### src/rtl/liu_regs.svh
// Opcode and field constants of the logical instruction unit
`ifndef LIU_REGS_SVH
`define LIU_REGS_SVH
`define LIU_W 24
`define LIU_OP_AND_MEM 6'h1e
`define LIU_OP_OR_MEM 6'h1d
`define LIU_OP_XOR_MEM 6'h1f
`define LIU_OP_AND_IMM 12'h00e
`define LIU_OP_OR_IMM 12'h004
`define LIU_OP_XOR_IMM 12'h00f
`define LIU_OP_AND_REG 12'h016
`define LIU_OP_OR_REG 12'h018
`define LIU_OP_XOR_REG 12'h017
`define LIU_MOP_HI 23
`define LIU_MOP_LO 18
`define LIU_LOP_HI 23
`define LIU_LOP_LO 12
`define LIU_SRC_HI 11
`define LIU_SRC_LO 6
`define LIU_DST_HI 5
`define LIU_DST_LO 0
`define LIU_SEL_I 0
`define LIU_SEL_J 1
`define LIU_SEL_K 2
`define LIU_SEL_E 3
`define LIU_SEL_A 4
`define LIU_SEL_T 5
`define LIU_NREG 6
`define LIU_CC_RESET 3'h1
`endif

### src/rtl/liu_pkg.sv
// Types of the logical instruction unit
package liu_pkg;
	typedef enum logic [1:0] {LIU_FN_AND = 2'h0, LIU_FN_OR = 2'h1, LIU_FN_XOR = 2'h2} liu_fn_type;
	// Condition code, one-hot: zero, positive, negative
	typedef enum logic [2:0] {LIU_CC_ZERO = 3'h1, LIU_CC_POS = 3'h2, LIU_CC_NEG = 3'h4} liu_cc_type;
	typedef enum logic [2:0] {LIU_ST_IDLE = 3'h1, LIU_ST_WAIT = 3'h2, LIU_ST_DONE = 3'h4} liu_state_type;
endpackage

### src/rtl/liu_logic_op.sv
// Bitwise AND, OR and exclusive-OR across the word
`timescale 1ns/1ps
`include "liu_regs.svh"
module liu_logic_op (
	input wire logic [`LIU_W-1:0] a,
	input wire logic [`LIU_W-1:0] b,
	input wire liu_pkg::liu_fn_type fn,
	output logic [`LIU_W-1:0] y
);
	// Function select
	always_comb begin
		unique case (fn)
			liu_pkg::LIU_FN_AND: y = a & b;
			liu_pkg::LIU_FN_OR: y = a | b;
			liu_pkg::LIU_FN_XOR: y = a ^ b;
			default: y = a & b;
		endcase
	end
endmodule // liu_logic_op

### src/rtl/liu_unit.sv
// Logical instruction group execution unit
`timescale 1ns/1ps
`include "liu_regs.svh"
// Notes on behaviour
// - bitwise AND, OR, XOR over operands
// - opcode 36 ANDs memory into accumulator
// - AND byte touches accumulator bits 7-0 only
// - byte forms set condition from low byte
// - register AND: source 11-6, destination 5-0
// - selector bits one-hot per register
// - several selected registers are ORed first
// - result written to every destination register
// - opcode 35 ORs memory into accumulator
// - OR byte keeps upper accumulator bits
// - register OR source field is union
// - opcode 37 XORs memory into accumulator
// - XOR byte keeps upper accumulator bits
// - register XOR uses one-hot selectors
// - memory/register forms: condition from word
module liu_unit (
	input wire logic clk,
	input wire logic rst_n,
	input wire logic instr_valid,
	input wire logic [`LIU_W-1:0] instr,
	input wire logic [`LIU_W-1:0] mem_operand,
	input wire logic [`LIU_W-1:0] reg_i,
	input wire logic [`LIU_W-1:0] reg_j,
	input wire logic [`LIU_W-1:0] reg_k,
	input wire logic [`LIU_W-1:0] reg_e,
	input wire logic [`LIU_W-1:0] reg_a,
	input wire logic [`LIU_W-1:0] reg_t,
	output logic done_ff,
	output logic illegal_ff,
	output logic [`LIU_W-1:0] result_ff,
	output logic [`LIU_NREG-1:0] wr_en_ff,
	output logic cc_we_ff,
	output logic [2:0] cc_ff
);
	// ----------------------------------------
	// Decode
	// ----------------------------------------
	logic is_mem;
	logic is_imm;
	logic is_reg;
	liu_pkg::liu_fn_type fn;
	logic [5:0] src_sel;
	logic [5:0] dst_sel;
	logic [`LIU_W-1:0] src_val;
	logic [`LIU_W-1:0] dst_val;
	logic [`LIU_W-1:0] op_a;
	logic [`LIU_W-1:0] op_b;
	logic [`LIU_W-1:0] op_y;
	logic [`LIU_W-1:0] nxt_result;

	// OR of all registers whose selector bit is set
	function automatic logic [`LIU_W-1:0] sel_or(input logic [5:0] sel, input logic [`LIU_W-1:0] ri,
		input logic [`LIU_W-1:0] rj, input logic [`LIU_W-1:0] rk, input logic [`LIU_W-1:0] re,
		input logic [`LIU_W-1:0] ra, input logic [`LIU_W-1:0] rt);
		sel_or = ({`LIU_W{sel[`LIU_SEL_I]}} & ri) | ({`LIU_W{sel[`LIU_SEL_J]}} & rj)
			| ({`LIU_W{sel[`LIU_SEL_K]}} & rk) | ({`LIU_W{sel[`LIU_SEL_E]}} & re)
			| ({`LIU_W{sel[`LIU_SEL_A]}} & ra) | ({`LIU_W{sel[`LIU_SEL_T]}} & rt);
	endfunction

	// Sign/zero classification of a value of given width
	function automatic logic [2:0] classify(input logic [`LIU_W-1:0] v, input logic byte_only);
		logic [`LIU_W-1:0] w;
		w = byte_only ? {{(`LIU_W-8){v[7]}}, v[7:0]} : v;
		if (w == '0)
			classify = liu_pkg::LIU_CC_ZERO;
		else if (w[`LIU_W-1])
			classify = liu_pkg::LIU_CC_NEG;
		else
			classify = liu_pkg::LIU_CC_POS;
	endfunction

	// Opcode classes and function select
	always_comb begin
		is_mem = 1'b0;
		is_imm = 1'b0;
		is_reg = 1'b0;
		fn = liu_pkg::LIU_FN_AND;
		if (instr[`LIU_MOP_HI:`LIU_MOP_LO] == `LIU_OP_AND_MEM) begin
			is_mem = 1'b1;
		end else if (instr[`LIU_MOP_HI:`LIU_MOP_LO] == `LIU_OP_OR_MEM) begin
			is_mem = 1'b1;
			fn = liu_pkg::LIU_FN_OR;
		end else if (instr[`LIU_MOP_HI:`LIU_MOP_LO] == `LIU_OP_XOR_MEM) begin
			is_mem = 1'b1;
			fn = liu_pkg::LIU_FN_XOR;
		end else begin
			unique case (instr[`LIU_LOP_HI:`LIU_LOP_LO])
				`LIU_OP_AND_IMM: is_imm = 1'b1;
				`LIU_OP_OR_IMM: begin
					is_imm = 1'b1;
					fn = liu_pkg::LIU_FN_OR;
				end
				`LIU_OP_XOR_IMM: begin
					is_imm = 1'b1;
					fn = liu_pkg::LIU_FN_XOR;
				end
				`LIU_OP_AND_REG: is_reg = 1'b1;
				`LIU_OP_OR_REG: begin
					is_reg = 1'b1;
					fn = liu_pkg::LIU_FN_OR;
				end
				`LIU_OP_XOR_REG: begin
					is_reg = 1'b1;
					fn = liu_pkg::LIU_FN_XOR;
				end
				default: is_reg = 1'b0;
			endcase
		end
	end

	// Selector fields
	assign src_sel = instr[`LIU_SRC_HI:`LIU_SRC_LO];
	assign dst_sel = instr[`LIU_DST_HI:`LIU_DST_LO];
	// Union-coded OR source still ORs correctly since x|x == x
	assign src_val = sel_or(src_sel, reg_i, reg_j, reg_k, reg_e, reg_a, reg_t);
	assign dst_val = sel_or(dst_sel, reg_i, reg_j, reg_k, reg_e, reg_a, reg_t);

	// ----------------------------------------
	// Operand routing
	// ----------------------------------------
	always_comb begin
		op_a = reg_a;
		op_b = mem_operand;
		if (is_imm) begin
			op_b = {{(`LIU_W-8){1'b0}}, instr[7:0]};
		end else if (is_reg) begin
			op_a = dst_val;
			op_b = src_val;
		end
	end

	liu_logic_op u_op (
		.a(op_a),
		.b(op_b),
		.fn(fn),
		.y(op_y)
	);

	// Byte forms keep accumulator bits 23-8
	assign nxt_result = is_imm ? {reg_a[`LIU_W-1:8], op_y[7:0]} : op_y;

	// ----------------------------------------
	// Result registers
	// ----------------------------------------
	always_ff @(posedge clk) begin
		if (!rst_n) begin
			done_ff <= 1'b0;
			illegal_ff <= 1'b0;
			result_ff <= '0;
			wr_en_ff <= '0;
			cc_we_ff <= 1'b0;
		end else begin
			done_ff <= instr_valid & (is_mem | is_imm | is_reg);
			illegal_ff <= instr_valid & ~(is_mem | is_imm | is_reg);
			result_ff <= nxt_result;
			cc_we_ff <= instr_valid & (is_mem | is_imm | is_reg);
			if (instr_valid & is_reg)
				wr_en_ff <= dst_sel;
			else if (instr_valid & (is_mem | is_imm))
				wr_en_ff <= 6'h10;
			else
				wr_en_ff <= '0;
		end
	end

	// Condition code from byte or word
	always_ff @(posedge clk) begin
		if (!rst_n)
			cc_ff <= `LIU_CC_RESET;
		else if (instr_valid & (is_mem | is_imm | is_reg))
			cc_ff <= classify(nxt_result, is_imm);
	end

	// ----------------------------------------
	// Checks
	// ----------------------------------------
	AST_BYTE_UPPER_KEPT: assert property (@(posedge clk) disable iff (!rst_n)
		instr_valid && is_imm |=> result_ff[`LIU_W-1:8] == $past(reg_a[`LIU_W-1:8]))
		else $error("byte form changed upper bits");
	AST_REG_WRITE_DEST: assert property (@(posedge clk) disable iff (!rst_n)
		instr_valid && is_reg |=> wr_en_ff == $past(instr[5:0]))
		else $error("register write enables wrong");
	AST_MEM_WRITES_A: assert property (@(posedge clk) disable iff (!rst_n)
		instr_valid && is_mem |=> wr_en_ff == 6'h10 && done_ff)
		else $error("memory form must write only accumulator");
	AST_AND_MEM: assert property (@(posedge clk) disable iff (!rst_n)
		instr_valid && instr[23:18] == 6'h1e |=> result_ff == ($past(mem_operand) & $past(reg_a)))
		else $error("memory AND wrong");
	AST_OR_MEM: assert property (@(posedge clk) disable iff (!rst_n)
		instr_valid && instr[23:18] == 6'h1d |=> result_ff == ($past(mem_operand) | $past(reg_a)))
		else $error("memory OR wrong");
	AST_XOR_MEM: assert property (@(posedge clk) disable iff (!rst_n)
		instr_valid && instr[23:18] == 6'h1f |=> result_ff == ($past(mem_operand) ^ $past(reg_a)))
		else $error("memory XOR wrong");
	AST_CC_ZERO_WORD: assert property (@(posedge clk) disable iff (!rst_n)
		instr_valid && (is_mem || is_reg) |=> (cc_ff == 3'h1) == (result_ff == '0))
		else $error("zero condition mismatch");
	AST_CC_BYTE: assert property (@(posedge clk) disable iff (!rst_n)
		instr_valid && is_imm |=> (cc_ff == 3'h1) == (result_ff[7:0] == 8'h00)
		&& (cc_ff == 3'h4) == result_ff[7])
		else $error("byte condition mismatch");
	AST_NO_WRITE_IDLE: assert property (@(posedge clk) disable iff (!rst_n)
		!instr_valid |=> wr_en_ff == '0 && !cc_we_ff)
		else $error("write without instruction");
	AST_AND_BYTE: assert property (@(posedge clk) disable iff (!rst_n)
		instr_valid && instr[`LIU_LOP_HI:`LIU_LOP_LO] == `LIU_OP_AND_IMM
		|=> result_ff[7:0] == ($past(instr[7:0]) & $past(reg_a[7:0])))
		else $error("byte AND wrong");
	AST_OR_BYTE: assert property (@(posedge clk) disable iff (!rst_n)
		instr_valid && instr[`LIU_LOP_HI:`LIU_LOP_LO] == `LIU_OP_OR_IMM
		|=> result_ff[7:0] == ($past(instr[7:0]) | $past(reg_a[7:0])))
		else $error("byte OR wrong");
	AST_XOR_BYTE: assert property (@(posedge clk) disable iff (!rst_n)
		instr_valid && instr[`LIU_LOP_HI:`LIU_LOP_LO] == `LIU_OP_XOR_IMM
		|=> result_ff[7:0] == ($past(instr[7:0]) ^ $past(reg_a[7:0])))
		else $error("byte XOR wrong");
	AST_REFUSED_QUIET: assert property (@(posedge clk) disable iff (!rst_n)
		instr_valid && !(is_mem || is_imm || is_reg)
		|=> illegal_ff && !done_ff && wr_en_ff == '0 && !cc_we_ff && $stable(cc_ff))
		else $error("refused code changed state");
	AST_CC_HOLD: assert property (@(posedge clk) disable iff (!rst_n)
		!instr_valid |=> $stable(cc_ff))
		else $error("condition changed without instruction");
endmodule // liu_unit

### config.mk
export PLATFORM = sky130hd
export DESIGN_NAME = liu_unit
export DESIGN_NICKNAME = d
export VERILOG_FILES = /design/src/rtl/liu_pkg.sv /design/src/rtl/liu_logic_op.sv /design/src/rtl/liu_unit.sv
export VERILOG_INCLUDE_DIRS = /design/src /design/src/rtl
export SDC_FILE = /design/constraint.sdc
export NUM_CORES = 1
export LEC_CHECK = 0
export BUFFER_PORTS_ARGS = -buffer_cell sky130_fd_sc_hd__buf_2
export CAP_MARGIN = 20
export CORE_ASPECT_RATIO = 1.2
export CORE_MARGIN = 2
export CORE_UTILIZATION = 35
export DETAILED_ROUTE_END_ITERATION = 8
export PLACE_DENSITY = 0.61
export SYNTH_ARGS = -nofsm -noshare
export SYNTH_HDL_FRONTEND = slang
export SYNTH_SLANG_ARGS = --single-unit
export TNS_END_PERCENT = 1
### constraint.sdc
create_clock -name clk -period 5 [get_ports clk]
set_input_delay 1 -clock clk [delete_from_list [all_inputs] [get_ports clk]]
set_output_delay 1 -clock clk [all_outputs]
set_load 0.01 [all_outputs]
Word level (Yosys, flattened, before mapping)
Index checks and enable logic that the tools add are counted.
{"block": "op_classes", "eq_ne": 11, "muxes": 26, "n_reduce_logical": 5, "n_bitwise": 32}
{"operator": "24-bit bitwise AND", "n": 13}
{"operator": "24-bit bitwise OR", "n": 11}
{"operator": "24-bit 2-to-1 mux", "n": 6}
{"operator": "24-bit one-hot mux with 2 select lines", "n": 1}
{"operator": "12-bit by 5-bit == test with 1-bit output, second input constant", "n": 3}
{"operator": "12-bit by 4-bit == test with 1-bit output, second input constant", "n": 2}
{"operator": "24-bit logical NOT", "n": 1}
{"operator": "24-bit XOR", "n": 1}
{"operator": "6-bit by 5-bit == test with 1-bit output, second input constant", "n": 3}
{"operator": "12-bit by 3-bit == test with 1-bit output, second input constant", "n": 1}
{"operator": "1-bit 2-to-1 mux", "n": 11}
{"operator": "2-bit 2-to-1 mux", "n": 3}
{"operator": "3-bit 2-to-1 mux", "n": 2}
{"operator": "6-bit 2-to-1 mux", "n": 1}
{"operator": "3-bit OR reduction", "n": 2}
{"operator": "5-bit 2-to-1 mux", "n": 1}
{"operator": "1-bit bitwise AND", "n": 4}
{"operator": "2-bit one-hot mux with 2 select lines", "n": 1}
{"operator": "2-bit OR reduction", "n": 2}
{"operator": "2-bit by 1-bit == test with 1-bit output, second input constant", "n": 1}
{"operator": "2-bit == test, second input constant", "n": 1}
{"operator": "1-bit bitwise OR", "n": 2}
{"operator": "1-bit NOT", "n": 1}
{"block": "word_totals", "wordCells": 79, "regBits": 35, "inputBits": 195, "output_inout_bits": 36}

Logic depth before layout (Yosys ltp)
{"block": "logic_depth", "word_depth": 14, "ltp_mapped": 16, "mapped_depth_nobuf": 13}

Cells and area by module
From an unflattened synthesis, not the netlist that was laid out.
{"block": "unflattened", "cells_unflattened": 647, "area_unflattened_um2": 4636.9}
{"module": "liu_unit", "instances": 1, "area_each_um2": 3231.8, "cells_each": 442, "seq_area_each_um2": 700.7}
{"module": "liu_logic_op", "instances": 1, "area_each_um2": 1405.1, "cells_each": 205, "seq_area_each_um2": 0.0}

Worst setup path after synthesis
No wires, ideal clock.
{"block": "synth_path", "kind": "input -> register", "start": "in instr[17]", "end": "reg cc_ff[0]", "setup_ps": 93, "arrival_ps": 4313, "path_buffers": 1, "stages": 12, "required_ps": 4907, "slack_ps": 594, "cell_sequence": "or4_1 > or4_4 > o41ai_1 > nand2b_1 > inv_1 > ha_1 > inv_1 > clkbuf_1 > a31oi_1 > or4_1 > or4_1 > o311ai_2"}
{"block": "synth_between", "elab_chain_cells": 14, "elab_cells_between_ends": 39, "cone_classes": "eq/ne: 8; mux: 20; bitwise: 6; reduce/logical: 5"}
{"element": "start, declared", "line": "liu_unit.sv:24", "text": "input wire logic [`LIU_W-1:0] instr,"}
{"element": "12-bit by 5-bit == test with 1-bit output", "line": "liu_unit.sv:91", "text": "unique case (instr[`LIU_LOP_HI:`LIU_LOP_LO])"}
{"element": "3-bit OR reduction (no line)"}
{"element": "1-bit 2-to-1 mux", "line": "liu_unit.sv:91"}
{"element": "1-bit 2-to-1 mux", "line": "liu_unit.sv:87", "text": "end else if (instr[`LIU_MOP_HI:`LIU_MOP_LO] == `LIU_OP_XOR_MEM) begin"}
{"element": "1-bit 2-to-1 mux", "line": "liu_unit.sv:84", "text": "end else if (instr[`LIU_MOP_HI:`LIU_MOP_LO] == `LIU_OP_OR_MEM) begin"}
{"element": "1-bit 2-to-1 mux", "line": "liu_unit.sv:82", "text": "if (instr[`LIU_MOP_HI:`LIU_MOP_LO] == `LIU_OP_AND_MEM) begin"}
{"element": "24-bit 2-to-1 mux", "line": "liu_unit.sv:130", "text": "end else if (is_reg) begin"}
{"element": "24-bit 2-to-1 mux", "line": "liu_unit.sv:128", "text": "if (is_imm) begin"}
{"element": "24-bit bitwise AND, or another cell as far along", "line": "liu_logic_op.sv:13, liu_logic_op.sv:16"}
{"element": "24-bit one-hot mux with 2 select lines", "line": "liu_logic_op.sv:12", "text": "unique case (fn)"}
{"element": "24-bit 2-to-1 mux", "line": "liu_unit.sv:144", "text": "assign nxt_result = is_imm ? {reg_a[`LIU_W-1:8], op_y[7:0]} : op_y;"}
{"element": "24-bit 2-to-1 mux", "line": "liu_unit.sv:67", "text": "w = byte_only ? {{(`LIU_W-8){v[7]}}, v[7:0]} : v;"}
{"element": "24-bit logical NOT", "line": "liu_unit.sv:68", "text": "if (w == '0)"}
{"element": "3-bit 2-to-1 mux", "line": "liu_unit.sv:68"}
{"element": "end signal, assigned", "line": "liu_unit.sv:173", "text": "cc_ff <= `LIU_CC_RESET;"}
{"element": "end signal, assigned", "line": "liu_unit.sv:175", "text": "cc_ff <= classify(nxt_result, is_imm);"}
{"element": "end, declared", "line": "liu_unit.sv:37", "text": "output logic [2:0] cc_ff"}
Several ways; a longest one is shown, not always the timed one.
A chain may end at the register's enable or synchronous reset.

Final worst setup path
{"block": "layout_path", "start": "in instr[19]", "end": "reg cc_ff[0]"}
Same word-level chain as after synthesis.

==> metrics.yaml <==
cp_max_fo: 52
core_area_um2: 13100
min_period_over_period_pct: 87.2
root_buffer: "clkbuf_16"
vias: 5836
cts_made_buffers: 5
n_fill_cell: 1411
worst_clock_skew_ns: 0
routedWlPerCell_um: 18.5
critical_path_required_ns: 5.19
ys.flop_type: "dfxtp_1"
end_kind: "flip-flop"
synth_area_um2: 4680
first_pass_iters: 8
ant_nets: 0
crit_end: "cc_ff[0]$_SDFFE_PN1P_"
critPathLaunchType: "primary input"
pre_cts_ws_ns: 0.383
outcome: "completed"
synth_top_cell_area_share_pct: 17.0
ys_ff_latch: 35
yosysWarnings: 0
r2r_slack_ns: 4.26
ir_worst_vdd_mv: 0.135
drv_slew: 0
h-tree-depth: 2
hold_path.class: "reg -> reg"
grt_pass1_vias: 5511
cellPowerDensity_nw_per_um2: 159
synth_edf_count: 0
relSlewSlack_pct: 44.5
ys_types: 46
placedCellCount: 998
netlist_instances: 650
worstHoldPathCells: 2
post_drt_via_cell_ratio: 5.80
cts_tree: "done"
period_needed_ns: 4.36
dp_hpwl_um: 14500
synth_commonest_cells: "a22oi_1, nand2_1, ha_1"
hold_viol_final: 0
rr_endpoint: "cc_ff[1]$_SDFFE_PN0P_"
clockBufferDepth: 2
syn2layout_area_growth_pct: 28.4
max_cap_violations: 0
ys_async_sr_fraction_pct: 0
drtIter0Drc: 566
place.gp.congestion: 0.891
setup_violations: 0
final_cells: 1007
worst_slew_pin_slew_ns: 0.832
grt_max_degree: 55
io_pins: 231
clock_latency_ns: 0.28
startpoint: "instr[19]"
tns_ns: 0
cp.arrival_ns: 4.55
drcViolationCount: 0
path_clk_slew_ns: 0.05
synthTopCellsByArea: "a22oi_1, dfxtp_1, ha_1"
grt.total_usage_pct: 24.9
synth_most_common_cell: "a22oi_1"
cts_hold_buf: 0
overflow: 0
start_util_pct: 35.7
r2r_start: "cc_ff[1]$_SDFFE_PN0P_"
drt_wl_total_um: 18600
antenna_found_initial: 1
cts.sinks: 35
fin_nets: 1082
path_class: "in -> reg"
yosysTopAreaCell: "a22oi_1"
drive_above_1_share_pct: 32.4
ctsResizeCount: 0
die_w_um: 110
ys_seq_area_share_pct: 15.0
numPortBuffers: 230
rsz0062_at_grt: "no"
leakagePower_nw: 2.92
worst_slack_ns: 0.640
dieArea_um2: 14300
syn-num-nets: 895
ff2ff_path_depth: 2
grt_pass1_wl_um: 28300
die_h_um: 131
cts_setup_buffers: 0
avgSynthCellArea_um2: 7.20
fp-row-count: 46
fmax_mhz: 229
critical path, cell delays in order:
cell and delay (ns):
buf_2 0.11, or4_1 0.54, nor4_1 0.24, and3_2 0.25, buf_4 0.28, buf_12 0.26
o21ai_0 0.17, or2_2 0.31, ha_1 0.30, a221o_1 0.34, o21ai_0 0.14, o211a_1 0.27
nor2_1 0.07, o311ai_2 0.25
kinds of logic (layout without fill, tap and decap cells):
family | Yosys count | in the layout | share of synthesized area [%]
compound gates | 225 | 225 | 35.3
xor+xnor | 1 | 1 | 0.187
mux | 9 | 9 | 1.95
other cells | 0 | 2 | 0
fa+ha+maj | 50 | 50 | 13.4
simple gates | 230 | 230 | 25.2
flops | 35 | 35 | 15.0
buf+inv | 100 | 287 | 8.98
sequential cells by signal (all words and copies together) (netlist names):
name,flops
result_ff,24
wr_en_ff,6
cc_ff,3
cc_we_ff,1
illegal_ff,1
how the worst min path moves through the flow:
stage	from	endpoint	slack, ns
3_5_place_dp	cc_ff[2]$_SDFFE_PN0P_	cc_ff[2]$_SDFFE_PN0P_	0.52
3_3_place_gp	cc_ff[2]$_SDFFE_PN0P_	cc_ff[2]$_SDFFE_PN0P_	0.53
2_1_floorplan	cc_ff[2]$_SDFFE_PN0P_	cc_ff[2]$_SDFFE_PN0P_	0.53
5_1_grt	cc_ff[2]$_SDFFE_PN0P_	cc_ff[2]$_SDFFE_PN0P_	0.57
6_report	cc_ff[2]$_SDFFE_PN0P_	cc_ff[2]$_SDFFE_PN0P_	0.53
4_1_cts	cc_ff[2]$_SDFFE_PN0P_	cc_ff[2]$_SDFFE_PN0P_	0.53
cell usage in the layout, fill, tap and decap left out, drive strengths merged, types with 2 or more instances in the layout:
cell type	synthesis	routed
a31oi	20	20
a22o	17	17
or3	2	2
mux2i	8	8
or4	4	4
clkinv	1	2
buf	20	240
nand2	87	87
o21a	2	2
and2	10	10
inv	39	39
a21oi	18	18
diode	0	2
nor4	5	5
nor3	3	3
and3	8	8
a22oi	106	106
nor2b	21	21
a222oi	24	24
a21bo	2	2
or2	16	16
nand2b	26	26
nand3	8	8
clkbuf	40	6
ha	50	50
nor2	22	22
o21ai	28	28
dfxtp	35	35
nand4	16	16
layer usage:
metal  vias to the layer above  global-route usage [%]  routed length, um
met5                         -                       0                  0
met4                         0                    10.9                673
met3                        54                    4.12               1630
met2                       361                    37.4               8070
met1                      2627                    35.0               8210
li1                       2794                       -                  -
power by group:
part / internal (mW) / switching, mW
logic: 0.160 / 0.201
registers: 0.290 / 0.00273
clock network: 0.194 / 0.107
total: 0.644 / 0.310
per-stage QoR:
step	util (%)	power (mW)	instance area, um2	hold slack [ns]
floorplan	-	0.488	4680	0.527
global placement	44.7	0.653	5860	0.534
detailed placement	44.7	0.652	5860	0.517
CTS	45.7	0.954	6000	0.531
global route	45.8	1.01	6010	0.570
finish	45.8	0.954	6010	0.530
layout make-up:
type	instances	area [um2]	share of cell area, %
Antenna cell	2	5.00	0.0833
Clock buffer	6	139	2.31
Clock inverter	1	5.00	0.0833
Inverter	40	150	2.50
Multi-Input combinational cell	515	3560	59.2
Sequential cell	35	701	11.7
Tap cell	168	210	3.50
Timing Repair Buffer	240	1240	20.6
(Power assumes the default switching activity.)
